[config.mk]
export PLATFORM = sky130hd
export DESIGN_NAME = ctlp_trace_lockstep
export DESIGN_NICKNAME = d
export VERILOG_FILES = /design/src/common/ctlp_pkg.sv /design/src/verilog/ctlp_trace_lockstep.sv
export SDC_FILE = /design/constraint.sdc
export NUM_CORES = 2
export LEC_CHECK = 0
export BUFFER_PORTS_ARGS = -buffer_cell sky130_fd_sc_hd__buf_2
export CAP_MARGIN = 15
export CORE_AREA = 2 2 525 527
export DETAILED_ROUTE_END_ITERATION = 8
export DIE_AREA = 0 0 527 529
export SLEW_MARGIN = 10
export SYNTH_ARGS = -nofsm -noshare
export SYNTH_HDL_FRONTEND = slang
export SYNTH_HIERARCHICAL = 1
export SYNTH_SLANG_ARGS = --single-unit
[constraint.sdc]
create_clock -name ref_clk -period 2.77 [get_ports ref_clk]
set_input_delay 0 -clock ref_clk [delete_from_list [all_inputs] [get_ports ref_clk]]
set_output_delay 0 -clock ref_clk [all_outputs]
set_load 0.01 [all_outputs]
[src/common/ctlp_pkg.sv]
// Behaviour
// - Retired pc and instruction shown, meaningful only with retire valid
// - Data address shown, meaningful only while load or store strobe is high
// - With register write strobe, show written register index and new value
// - Exception kind separates interrupt, break, exception; meaningful only when taken
// - Trace signals always produced once enabled, attached or not; here a record reaches trace_out the cycle after trace_ready is high, zero otherwise
// - Both lockstep cores run the same program; outside logic compares outputs
// - Lockstep off: no lockstep ports carry anything
// - Primary mode: primary bundle for the shadow plus compare bundle
// - Shadow mode: follow bundle in, compare bundle out, shadow parameter is 1
// - Visible shadow is exposed as processor, may own private local memory
// - Hidden shadow equals visible shadow but is not exposed as processor
// - Hidden shadow local-memory monitors observe the primary's local traffic
// - Hidden shadow AXI monitors observe the primary's AXI transactions
// - Interrupt monitor lets a shadow observe the primary's shared interrupt
// - AXI selection: all AXI; ACE selection: peripheral AXI, cache ACE
// - ACE only without area opt, write-back, streams; 32-bit victims; caches always
// - Peripheral data uses AXI4-Lite, full AXI4 with exclusive access
// - Each stream link is one master and one slave stream interface
// - Data local memory bus carries data and exception vectors when enabled
package ctlp_pkg;
    localparam int XLEN         = 32;
    localparam int REG_IDX_W    = 5;
    localparam int EXC_KIND_W   = 5;
    localparam int FIFO_DEPTH   = 8;
    localparam int VICTIM_W_ACE = 32;

    typedef enum logic [1:0] {LS_NONE, LS_PRIMARY, LS_SHADOW, LS_HIDDEN} ctlp_ls_mode_t;
    typedef enum logic {BUS_AXI, BUS_ACE} ctlp_bus_sel_t;

    typedef struct packed {
        logic                  valid;
        logic [XLEN-1:0]       pc;
        logic [XLEN-1:0]       instr;
        logic                  rd;
        logic                  wr;
        logic [XLEN-1:0]       data_addr;
        logic                  reg_wr;
        logic [REG_IDX_W-1:0]  reg_idx;
        logic [XLEN-1:0]       reg_val;
        logic                  exc_taken;
        logic [EXC_KIND_W-1:0] exc_kind;
    } ctlp_retire_t;

    typedef struct packed {
        logic                  valid;
        logic [XLEN-1:0]       pc;
        logic                  rd;
        logic                  wr;
        logic [XLEN-1:0]       data_addr;
        logic                  reg_wr;
        logic [XLEN-1:0]       reg_val;
        logic                  exc_taken;
        logic [EXC_KIND_W-1:0] exc_kind;
    } ctlp_cmp_t;

    typedef struct packed {
        logic            valid;
        logic [XLEN-1:0] data;
    } ctlp_chan_t;

    typedef struct packed {
        logic       irq;
        ctlp_chan_t local_memory_bus_i;
        ctlp_chan_t local_memory_bus_d;
        ctlp_chan_t axi_pi;
        ctlp_chan_t axi_pd;
        ctlp_chan_t axi_ci;
        ctlp_chan_t axi_cd;
    } ctlp_follow_t;

    localparam int RETIRE_W = $bits(ctlp_retire_t);
endpackage

[src/verilog/ctlp_trace_lockstep.sv]
`timescale 1ns/1ps

// ----------------------------------------
// Buffer between retire stream and trace
// ----------------------------------------
// Depth must be a power of two; pointers wrap by overflow.
module ctlp_fifo #(
    parameter int W = 8,
    parameter int D = 8
) (
    input  wire logic         ref_clk,
    input  wire logic         rst_n,
    input  wire logic         in_valid,
    input  wire logic [W-1:0] in_data,
    output wire logic         in_ready,
    output wire logic         out_valid,
    output wire logic [W-1:0] out_data,
    input  wire logic         out_ready
);
    localparam int AW = $clog2(D);
    localparam logic [AW:0] FULL = (AW+1)'(D);

    typedef struct packed {
        logic [D-1:0][W-1:0] mem;
        logic [AW-1:0]       wp;
        logic [AW-1:0]       rp;
        logic [AW:0]         cnt;
    } ctlp_fifo_st_t;

    ctlp_fifo_st_t st_q;
    ctlp_fifo_st_t st_d;
    logic          push;
    logic          pop;

    assign in_ready  = st_q.cnt != FULL;
    assign out_valid = st_q.cnt != '0;
    assign out_data  = st_q.mem[st_q.rp];
    assign push      = in_valid && in_ready;
    assign pop       = out_valid && out_ready;

    always_comb begin
        st_d = st_q;
        if (push) begin
            st_d.mem[st_q.wp] = in_data;
            st_d.wp           = st_q.wp + 1'b1;
        end
        if (pop) begin
            st_d.rp = st_q.rp + 1'b1;
        end
        st_d.cnt = st_q.cnt + {{AW{1'b0}}, push} - {{AW{1'b0}}, pop};
    end

    always_ff @(posedge ref_clk) begin
        if (!rst_n) begin
            st_q <= '0;
        end else begin
            st_q <= st_d;
        end
    end
endmodule

// ----------------------------------------
// One-entry register slice for streams
// ----------------------------------------
module ctlp_stage #(
    parameter int W = 32
) (
    input  wire logic         ref_clk,
    input  wire logic         rst_n,
    input  wire logic         in_valid,
    input  wire logic [W-1:0] in_data,
    output wire logic         in_ready,
    output wire logic         out_valid,
    output wire logic [W-1:0] out_data,
    input  wire logic         out_ready
);
    typedef struct packed {
        logic         v;
        logic [W-1:0] data;
    } ctlp_stage_st_t;

    ctlp_stage_st_t st_q;
    ctlp_stage_st_t st_d;

    assign in_ready  = !st_q.v || out_ready;
    assign out_valid = st_q.v;
    assign out_data  = st_q.data;

    always_comb begin
        st_d = st_q;
        if (out_ready) begin
            st_d.v = 1'b0;
        end
        if (in_valid && in_ready) begin
            st_d.v    = 1'b1;
            st_d.data = in_data;
        end
    end

    always_ff @(posedge ref_clk) begin
        if (!rst_n) begin
            st_q <= '0;
        end else begin
            st_q <= st_d;
        end
    end
endmodule

// ----------------------------------------
// Trace, lockstep and bus option ports
// ----------------------------------------
module ctlp_trace_lockstep #(
    parameter ctlp_pkg::ctlp_ls_mode_t LS_MODE      = ctlp_pkg::LS_NONE,
    parameter ctlp_pkg::ctlp_bus_sel_t BUS_SEL      = ctlp_pkg::BUS_AXI,
    parameter bit  MON_LOCAL_MEMORY_BUS_I           = 1'b0,
    parameter bit  MON_LOCAL_MEMORY_BUS_D           = 1'b0,
    parameter bit  MON_AXI_PI                       = 1'b0,
    parameter bit  MON_AXI_PD                       = 1'b0,
    parameter bit  MON_AXI_CI                       = 1'b0,
    parameter bit  MON_AXI_CD                       = 1'b0,
    parameter bit  MON_IRQ                          = 1'b0,
    parameter bit  AREA_OPT                         = 1'b0,
    parameter bit  WB_DCACHE                        = 1'b0,
    parameter bit  ICACHE_STREAMS                   = 1'b0,
    parameter int  VICTIM_W                         = 32,
    parameter bit  ICACHE_FOR_ALL_ACCESSES          = 1'b1,
    parameter bit  DCACHE_FOR_ALL_ACCESSES          = 1'b1,
    parameter bit  EXCLUSIVE_ACCESS                 = 1'b0,
    parameter bit  DATA_LOCAL_MEMORY_BUS_EN         = 1'b1,
    parameter int  STREAM_LINKS                     = 1,
    parameter int  FIFO_D                           = ctlp_pkg::FIFO_DEPTH
) (
    input  wire logic                                        ref_clk,
    input  wire logic                                        rst_n,
    input  wire ctlp_pkg::ctlp_retire_t                      retire_in,
    output wire logic                                        retire_ready,
    output wire ctlp_pkg::ctlp_retire_t                      trace_out,
    input  wire logic                                        trace_ready,
    input  wire ctlp_pkg::ctlp_follow_t                      own_in,
    input  wire ctlp_pkg::ctlp_follow_t                      follow_in,
    output wire ctlp_pkg::ctlp_follow_t                      core_in,
    output wire ctlp_pkg::ctlp_follow_t                      primary_out,
    output wire ctlp_pkg::ctlp_cmp_t                         compare_out,
    output wire logic                                        shadow_core_param,
    output wire logic                                        exposed_as_processor,
    output wire logic                                        cache_bus_ace,
    output wire logic                                        ace_config_error,
    output wire logic                                        periph_full_axi4,
    output wire logic                                        vectors_on_local_memory_bus,
    input  wire logic [STREAM_LINKS-1:0]                     put_valid,
    input  wire logic [STREAM_LINKS-1:0][ctlp_pkg::XLEN-1:0] put_data,
    output wire logic [STREAM_LINKS-1:0]                     put_ready,
    output wire logic [STREAM_LINKS-1:0]                     m_axis_tvalid,
    output wire logic [STREAM_LINKS-1:0][ctlp_pkg::XLEN-1:0] m_axis_tdata,
    input  wire logic [STREAM_LINKS-1:0]                     m_axis_tready,
    input  wire logic [STREAM_LINKS-1:0]                     s_axis_tvalid,
    input  wire logic [STREAM_LINKS-1:0][ctlp_pkg::XLEN-1:0] s_axis_tdata,
    output wire logic [STREAM_LINKS-1:0]                     s_axis_tready,
    output wire logic [STREAM_LINKS-1:0]                     get_valid,
    output wire logic [STREAM_LINKS-1:0][ctlp_pkg::XLEN-1:0] get_data,
    input  wire logic [STREAM_LINKS-1:0]                     get_ready
);
    import ctlp_pkg::*;

    localparam bit IS_SHADOW = LS_MODE == LS_SHADOW || LS_MODE == LS_HIDDEN;
    localparam bit IS_HIDDEN = LS_MODE == LS_HIDDEN;
    localparam bit ACE_OK    = !AREA_OPT && !WB_DCACHE && !ICACHE_STREAMS && VICTIM_W == VICTIM_W_ACE
                               && ICACHE_FOR_ALL_ACCESSES && DCACHE_FOR_ALL_ACCESSES;

    typedef struct packed {
        ctlp_retire_t trace;
        ctlp_cmp_t    cmp;
        ctlp_follow_t prim;
        ctlp_follow_t core;
    } ctlp_state_t;

    ctlp_state_t  st_q;
    ctlp_state_t  st_d;
    ctlp_retire_t masked;
    logic         fifo_valid;
    logic [RETIRE_W-1:0] fifo_data;

    // ----------------------------------------
    // Qualifying strobes
    // ----------------------------------------
    // Unqualified fields are zeroed so capture never sees stale values.
    function automatic ctlp_retire_t mask_retire(input ctlp_retire_t r);
        ctlp_retire_t m;
        m = r;
        if (!r.valid) begin
            m.pc    = '0;
            m.instr = '0;
        end
        if (!(r.rd || r.wr)) begin
            m.data_addr = '0;
        end
        if (!r.reg_wr) begin
            m.reg_idx = '0;
            m.reg_val = '0;
        end
        if (!r.exc_taken) begin
            m.exc_kind = '0;
        end
        return m;
    endfunction

    function automatic ctlp_chan_t pick(input ctlp_chan_t own, input ctlp_chan_t fol, input bit mon);
        return mon ? fol : own;
    endfunction

    assign masked = mask_retire(retire_in);

    // Full buffer stalls the core rather than dropping trace records
    ctlp_fifo #(
        .W (RETIRE_W),
        .D (FIFO_D)
    ) u_fifo (
        .ref_clk   (ref_clk),
        .rst_n     (rst_n),
        .in_valid  (masked.valid),
        .in_data   (masked),
        .in_ready  (retire_ready),
        .out_valid (fifo_valid),
        .out_data  (fifo_data),
        .out_ready (trace_ready)
    );

    // ----------------------------------------
    // State update
    // ----------------------------------------
    always_comb begin
        st_d       = '0;
        st_d.trace = (fifo_valid && trace_ready) ? ctlp_retire_t'(fifo_data) : '0;
        if (LS_MODE != LS_NONE) begin
            // Compare from the core directly, not from the stallable trace path
            st_d.cmp.valid     = masked.valid && retire_ready;
            st_d.cmp.pc        = masked.pc;
            st_d.cmp.rd        = masked.rd;
            st_d.cmp.wr        = masked.wr;
            st_d.cmp.data_addr = masked.data_addr;
            st_d.cmp.reg_wr    = masked.reg_wr;
            st_d.cmp.reg_val   = masked.reg_val;
            st_d.cmp.exc_taken = masked.exc_taken;
            st_d.cmp.exc_kind  = masked.exc_kind;
        end
        if (LS_MODE == LS_PRIMARY) begin
            st_d.prim = own_in;
        end
        // Core inputs arrive one cycle late; shadow monitored fields come via follow_in, two cycles behind own_in
        st_d.core        = own_in;
        st_d.core.irq    = (IS_SHADOW && MON_IRQ) ? follow_in.irq : own_in.irq;
        st_d.core.local_memory_bus_i = pick(own_in.local_memory_bus_i, follow_in.local_memory_bus_i,
                                            IS_HIDDEN && MON_LOCAL_MEMORY_BUS_I);
        st_d.core.local_memory_bus_d = pick(own_in.local_memory_bus_d, follow_in.local_memory_bus_d,
                                            IS_HIDDEN && MON_LOCAL_MEMORY_BUS_D);
        st_d.core.axi_pi = pick(own_in.axi_pi, follow_in.axi_pi, IS_HIDDEN && MON_AXI_PI);
        st_d.core.axi_pd = pick(own_in.axi_pd, follow_in.axi_pd, IS_HIDDEN && MON_AXI_PD);
        st_d.core.axi_ci = pick(own_in.axi_ci, follow_in.axi_ci, IS_HIDDEN && MON_AXI_CI);
        st_d.core.axi_cd = pick(own_in.axi_cd, follow_in.axi_cd, IS_HIDDEN && MON_AXI_CD);
    end

    always_ff @(posedge ref_clk) begin
        if (!rst_n) begin
            st_q <= '0;
        end else begin
            st_q <= st_d;
        end
    end

    assign trace_out   = st_q.trace;
    assign core_in     = st_q.core;
    assign primary_out = st_q.prim;
    assign compare_out = st_q.cmp;

    // ----------------------------------------
    // Configuration outputs
    // ----------------------------------------
    assign shadow_core_param    = IS_SHADOW;
    assign exposed_as_processor = !IS_HIDDEN;
    assign cache_bus_ace        = BUS_SEL == BUS_ACE && ACE_OK;
    assign ace_config_error     = BUS_SEL == BUS_ACE && !ACE_OK;
    assign periph_full_axi4     = EXCLUSIVE_ACCESS;
    assign vectors_on_local_memory_bus = DATA_LOCAL_MEMORY_BUS_EN;

    // ----------------------------------------
    // Stream link pairs
    // ----------------------------------------
    for (genvar i = 0; i < STREAM_LINKS; i++) begin : g_link
        ctlp_stage #(.W (XLEN)) u_master (
            .ref_clk   (ref_clk),
            .rst_n     (rst_n),
            .in_valid  (put_valid[i]),
            .in_data   (put_data[i]),
            .in_ready  (put_ready[i]),
            .out_valid (m_axis_tvalid[i]),
            .out_data  (m_axis_tdata[i]),
            .out_ready (m_axis_tready[i])
        );
        ctlp_stage #(.W (XLEN)) u_slave (
            .ref_clk   (ref_clk),
            .rst_n     (rst_n),
            .in_valid  (s_axis_tvalid[i]),
            .in_data   (s_axis_tdata[i]),
            .in_ready  (s_axis_tready[i]),
            .out_valid (get_valid[i]),
            .out_data  (get_data[i]),
            .out_ready (get_ready[i])
        );
    end
endmodule
==> metrics.md <==
| Metric | Value |
|---|---|
| R2r setup slk | 0.23 ns |
| Max-Cap Viols | 0 |
| Design Power | 58.57 mW |
| Largest family of logic cells by synthesized area | multiplexers |
| Number of antenna violations at the first check in global routing | 45 |
| Least-Margin Pin Slew | 1.025 ns |
| CP most frequent cell | inv_1 |
| Clock Skew | 0.04639 ns |
| Hold depth | 3 |
| Fmax | 394.4 MHz |
| Synth top area cells | dfxtp_1 (48%), mux2i_1 (19%), mux4_2 (9.9%) |
| Clock insertion delay at the later pin of the skew report | 0.84 ns |
| Post-cts resize count | 0 |
| Worst relative slew slack | 31.64% |
| Clock buffer depth | 4 |
| Die height | 529 um |
| Period minus WS final | 2.535 ns |
| Iter 0 DRT Violations | 2503 |
| First-pass GRT wire length | 322300 um |
| Post-synthesis async set-or-reset flop share | 0% |
| Final core utilization | 31.78% |
| Max Slew Vio Count | 0 |
| Crit-path max FO | 3 |
| Die W | 527 um |
| CTS tree | done |
| Worst endpoint data arrival time | 3.25 ns |
| CTS Root Cell | clkbuf_16 |
| Core Footprint | 272900 um^2 |
| WP data required | 3.48 ns |
| Row count | 192 |
| Synth top area share | 47.90% |
| Post-Syn Area | 65280 um^2 |
| Seq/Total Area, Yosys | 47.90% |
| Clk sinks | 1562 |
| Xor-xnor portion of the synthesized cell area | 0.01342% |
| RSZ-0062 raised after global routing | false |
| Max incr delay on CP | 0.41 ns |
| Mapped Cells | 5935 |
| Startpoint Class | flip-flop |
| Number of global-route vias before repair | 50450 |
| Number of port buffers | 823 |
| Primary FF master, synth | dfxtp_1 |
| DRC | 0 |
| CP Class | flip-flop to flip-flop |
| PD cells | 675.4 nW/um^2 |
| Crit-path cells | inv_1 -> ha_1 -> nor3b_1 -> inv_1 -> and2_1 -> inv_1 -> ha_1 -> inv_1 -> ha_1 -> inv_1 -> fa_1 -> xnor2_1 -> and2_1 |
| Yosys warning count | 6 |
| Worst VDD drop | 0.4608 mV |
| TritonRoute pass-1 iters | 8 |
| Cell taking the most area after synthesis | dfxtp_1 |
| Cells on worst reg2reg path | 13 |
| Via/cell ratio | 4.332 |
| Net count, final | 8047 |
| Adder-cell share of the synthesized area | 0.1840% |
| H-tree Lvls | 4 |
| Hold endpoint | core_in[142]$_SDFF_PN0_ |
| CP endpoint kind | flip-flop |
| Via count | 48480 |
| Initial core utilization | 23.92% |
| Status | completed |
| HP Start | own_in[142] |
| Endpoints failing setup | 0 |
| LEAKAGE | 36.66 nW |
| Global route total overflow | 0 |
| Hold WC Path Type | input pin to flip-flop |
| Wire per inst | 19.69 um |
| Area Growth Syn to Fin | 32.84% |
| GPL Wtd Cong | 0.8647 |
| Post-synthesis mux area share | 30.90% |
| Most frequent cell after synthesis | dfxtp_1 |
| Layout cells sized above 1 | 23.02% |
| Compound-cell area share of the yosys netlist | 0.4638% |
| Post-synth cell types | 36 |
| Reg clk slew, reported paths | 0.06 ns |
| FF-to-FF Start | u_fifo/st_q[2]$_SDFF_PN0_ |
| Final Cycle Share | 91.53% |
| Post-route ant nets | 0 |
| Flops & latches, synth | 1562 |
| Number of synthesized flops with an enable pin | 0 |
| CP max stage cell | fa_1 |
| Final wirelength | 220400 um |
| Setup TNS | 0 ns |
| Total track usage | 15.13% |
| Top-level I/O count | 1334 |
| Post-DP HPWL | 146500 um |
| Cts bufs inserted | 179 |
| Fin. Hold Viols | 0 |
| Largest net degree at the start of global routing | 160 |
| Die area | 278800 um^2 |
| Commonest cells post-synth | dfxtp_1 (1562), nand2_1 (1425), mux2i_1 (1211) |
| Synth Area in Simple Gates | 13.34% |
| Mean Syn Cell Area | 11.00 um^2 |
| Reg2reg end | u_fifo/st_q[2]$_SDFF_PN0_ |
==> cells by family (layout without fill, tap and decap cells) <==
kind of cell | after synthesis | after routing
xor+xnor | 1 | 1
buf+inv | 780 | 2104
compound gates | 42 | 42
flops | 1562 | 1562
mux | 1640 | 1640
fa+ha+maj | 9 | 9
other cells | 2 | 345
simple gates | 1899 | 1899
==> report_power, final <==
part | internal (mW) | total [mW] | leakage, nW | switching [mW]
registers | 23.2 | 23.7 | 12.7 | 0.462
clock network | 14.8 | 24.8 | 3.02 | 10.1
logic | 4.49 | 10.0 | 21.0 | 5.54
total | 42.5 | 58.6 | 36.7 | 16.1
==> critical path: cells and delay by family, from the launching register on <==
kind / cells / cell delay, ns
XOR/XNOR: 1 / 0.13
adder cells (fa/ha/maj): 4 / 0.97
buffers and inverters: 5 / 0.39
flip-flops: 1 / 0.30
AND/OR/NAND/NOR: 3 / 0.65
==> state kept, by name, indices dropped and copies added, names as in the netlist <==
signal and flops:
g_link.u_slave/out_valid 1, core_in 199, g_link.u_slave/out_data 32, g_link.u_master/out_data 32
u_fifo/st_q 1154, g_link.u_master/out_valid 1, trace_out 143
==> layer usage <==
| metal | up-vias | global-route usage (%) | share of wire (%) |
|---|---|---|---|
| met5 | - | 0 | 0.026 |
| met4 | 8 | 6.593 | 4.2 |
| met3 | 387 | 2.609 | 5.0 |
| met2 | 1407 | 27.79 | 52 |
| met1 | 24000 | 17.01 | 39 |
| li1 | 22680 | - | - |
==> layout make-up <==
| class | instances | area [um^2] |
|---|---|---|
| diodes | 34 | 85.08 |
| fillers | 27250 | 186200 |
| well taps | 3589 | 4491 |
| multi-input cells | 3902 | 30520 |
| clock buffers | 256 | 5201 |
| clock inverters | 67 | 983.4 |
| repair buffers | 1770 | 14120 |
| flip-flops and latches | 1562 | 31280 |
| inverters | 11 | 43.79 |
==> through the flow <==
step           area, um^2  worst slack (ns)  hold WS (ns)  instances
2_1_floorplan       66440            0.3340        0.1145       6244
3_3_place_gp        72850            0.1034        0.2084      10070
3_5_place_dp        72850            0.2287        0.2103      10070
4_1_cts             86640            0.2034      0.001163      11160
5_1_grt             86710           0.02627      0.009127      11180
6_report            86720            0.2345       0.03908      11190
==> worst max-delay path by stage <==
stage	from	end	slack (ns)
after floorplan	u_fifo/st_q[2]$_SDFF_PN0_	u_fifo/st_q[2]$_SDFF_PN0_	0.33
after global routing	u_fifo/st_q[2]$_SDFF_PN0_	u_fifo/st_q[2]$_SDFF_PN0_	0.03
after global placement	u_fifo/st_q[2]$_SDFF_PN0_	u_fifo/st_q[2]$_SDFF_PN0_	0.10
final	u_fifo/st_q[2]$_SDFF_PN0_	u_fifo/st_q[2]$_SDFF_PN0_	0.23
after detailed placement	u_fifo/st_q[2]$_SDFF_PN0_	u_fifo/st_q[2]$_SDFF_PN0_	0.23
after CTS	u_fifo/st_q[2]$_SDFF_PN0_	u_fifo/st_q[2]$_SDFF_PN0_	0.20
==> cell usage in the layout (no fill, tap or decap), types with 7 or more instances in the layout <==
master	Yosys	final
mux2_2	143	143
mux2i_1	1211	1211
mux4_2	286	286
dfxtp_1	1562	1559
bufinv_16	0	17
nand2_1	1425	1425
clkinvlp_4	0	7
buf_4	322	110
o21a_1	32	32
clkbuf_1	232	36
and2_1	308	308
dlygate4sd3_1	0	760
clkinv_2	0	22
conb_1	2	311
clkbuf_16	0	181
inv_1	11	10
ha_1	8	8
buf_12	6	78
buf_2	147	821
diode_2	0	34
inv_6	0	8
clkbuf_8	0	39
and4_1	143	143
==> what timing repair did <==
item	in CTS	in global routing
setup buffers	0	0
hold buffers	760	0
hold endpoints to repair	1468	0
(Power assumes the default switching activity.)
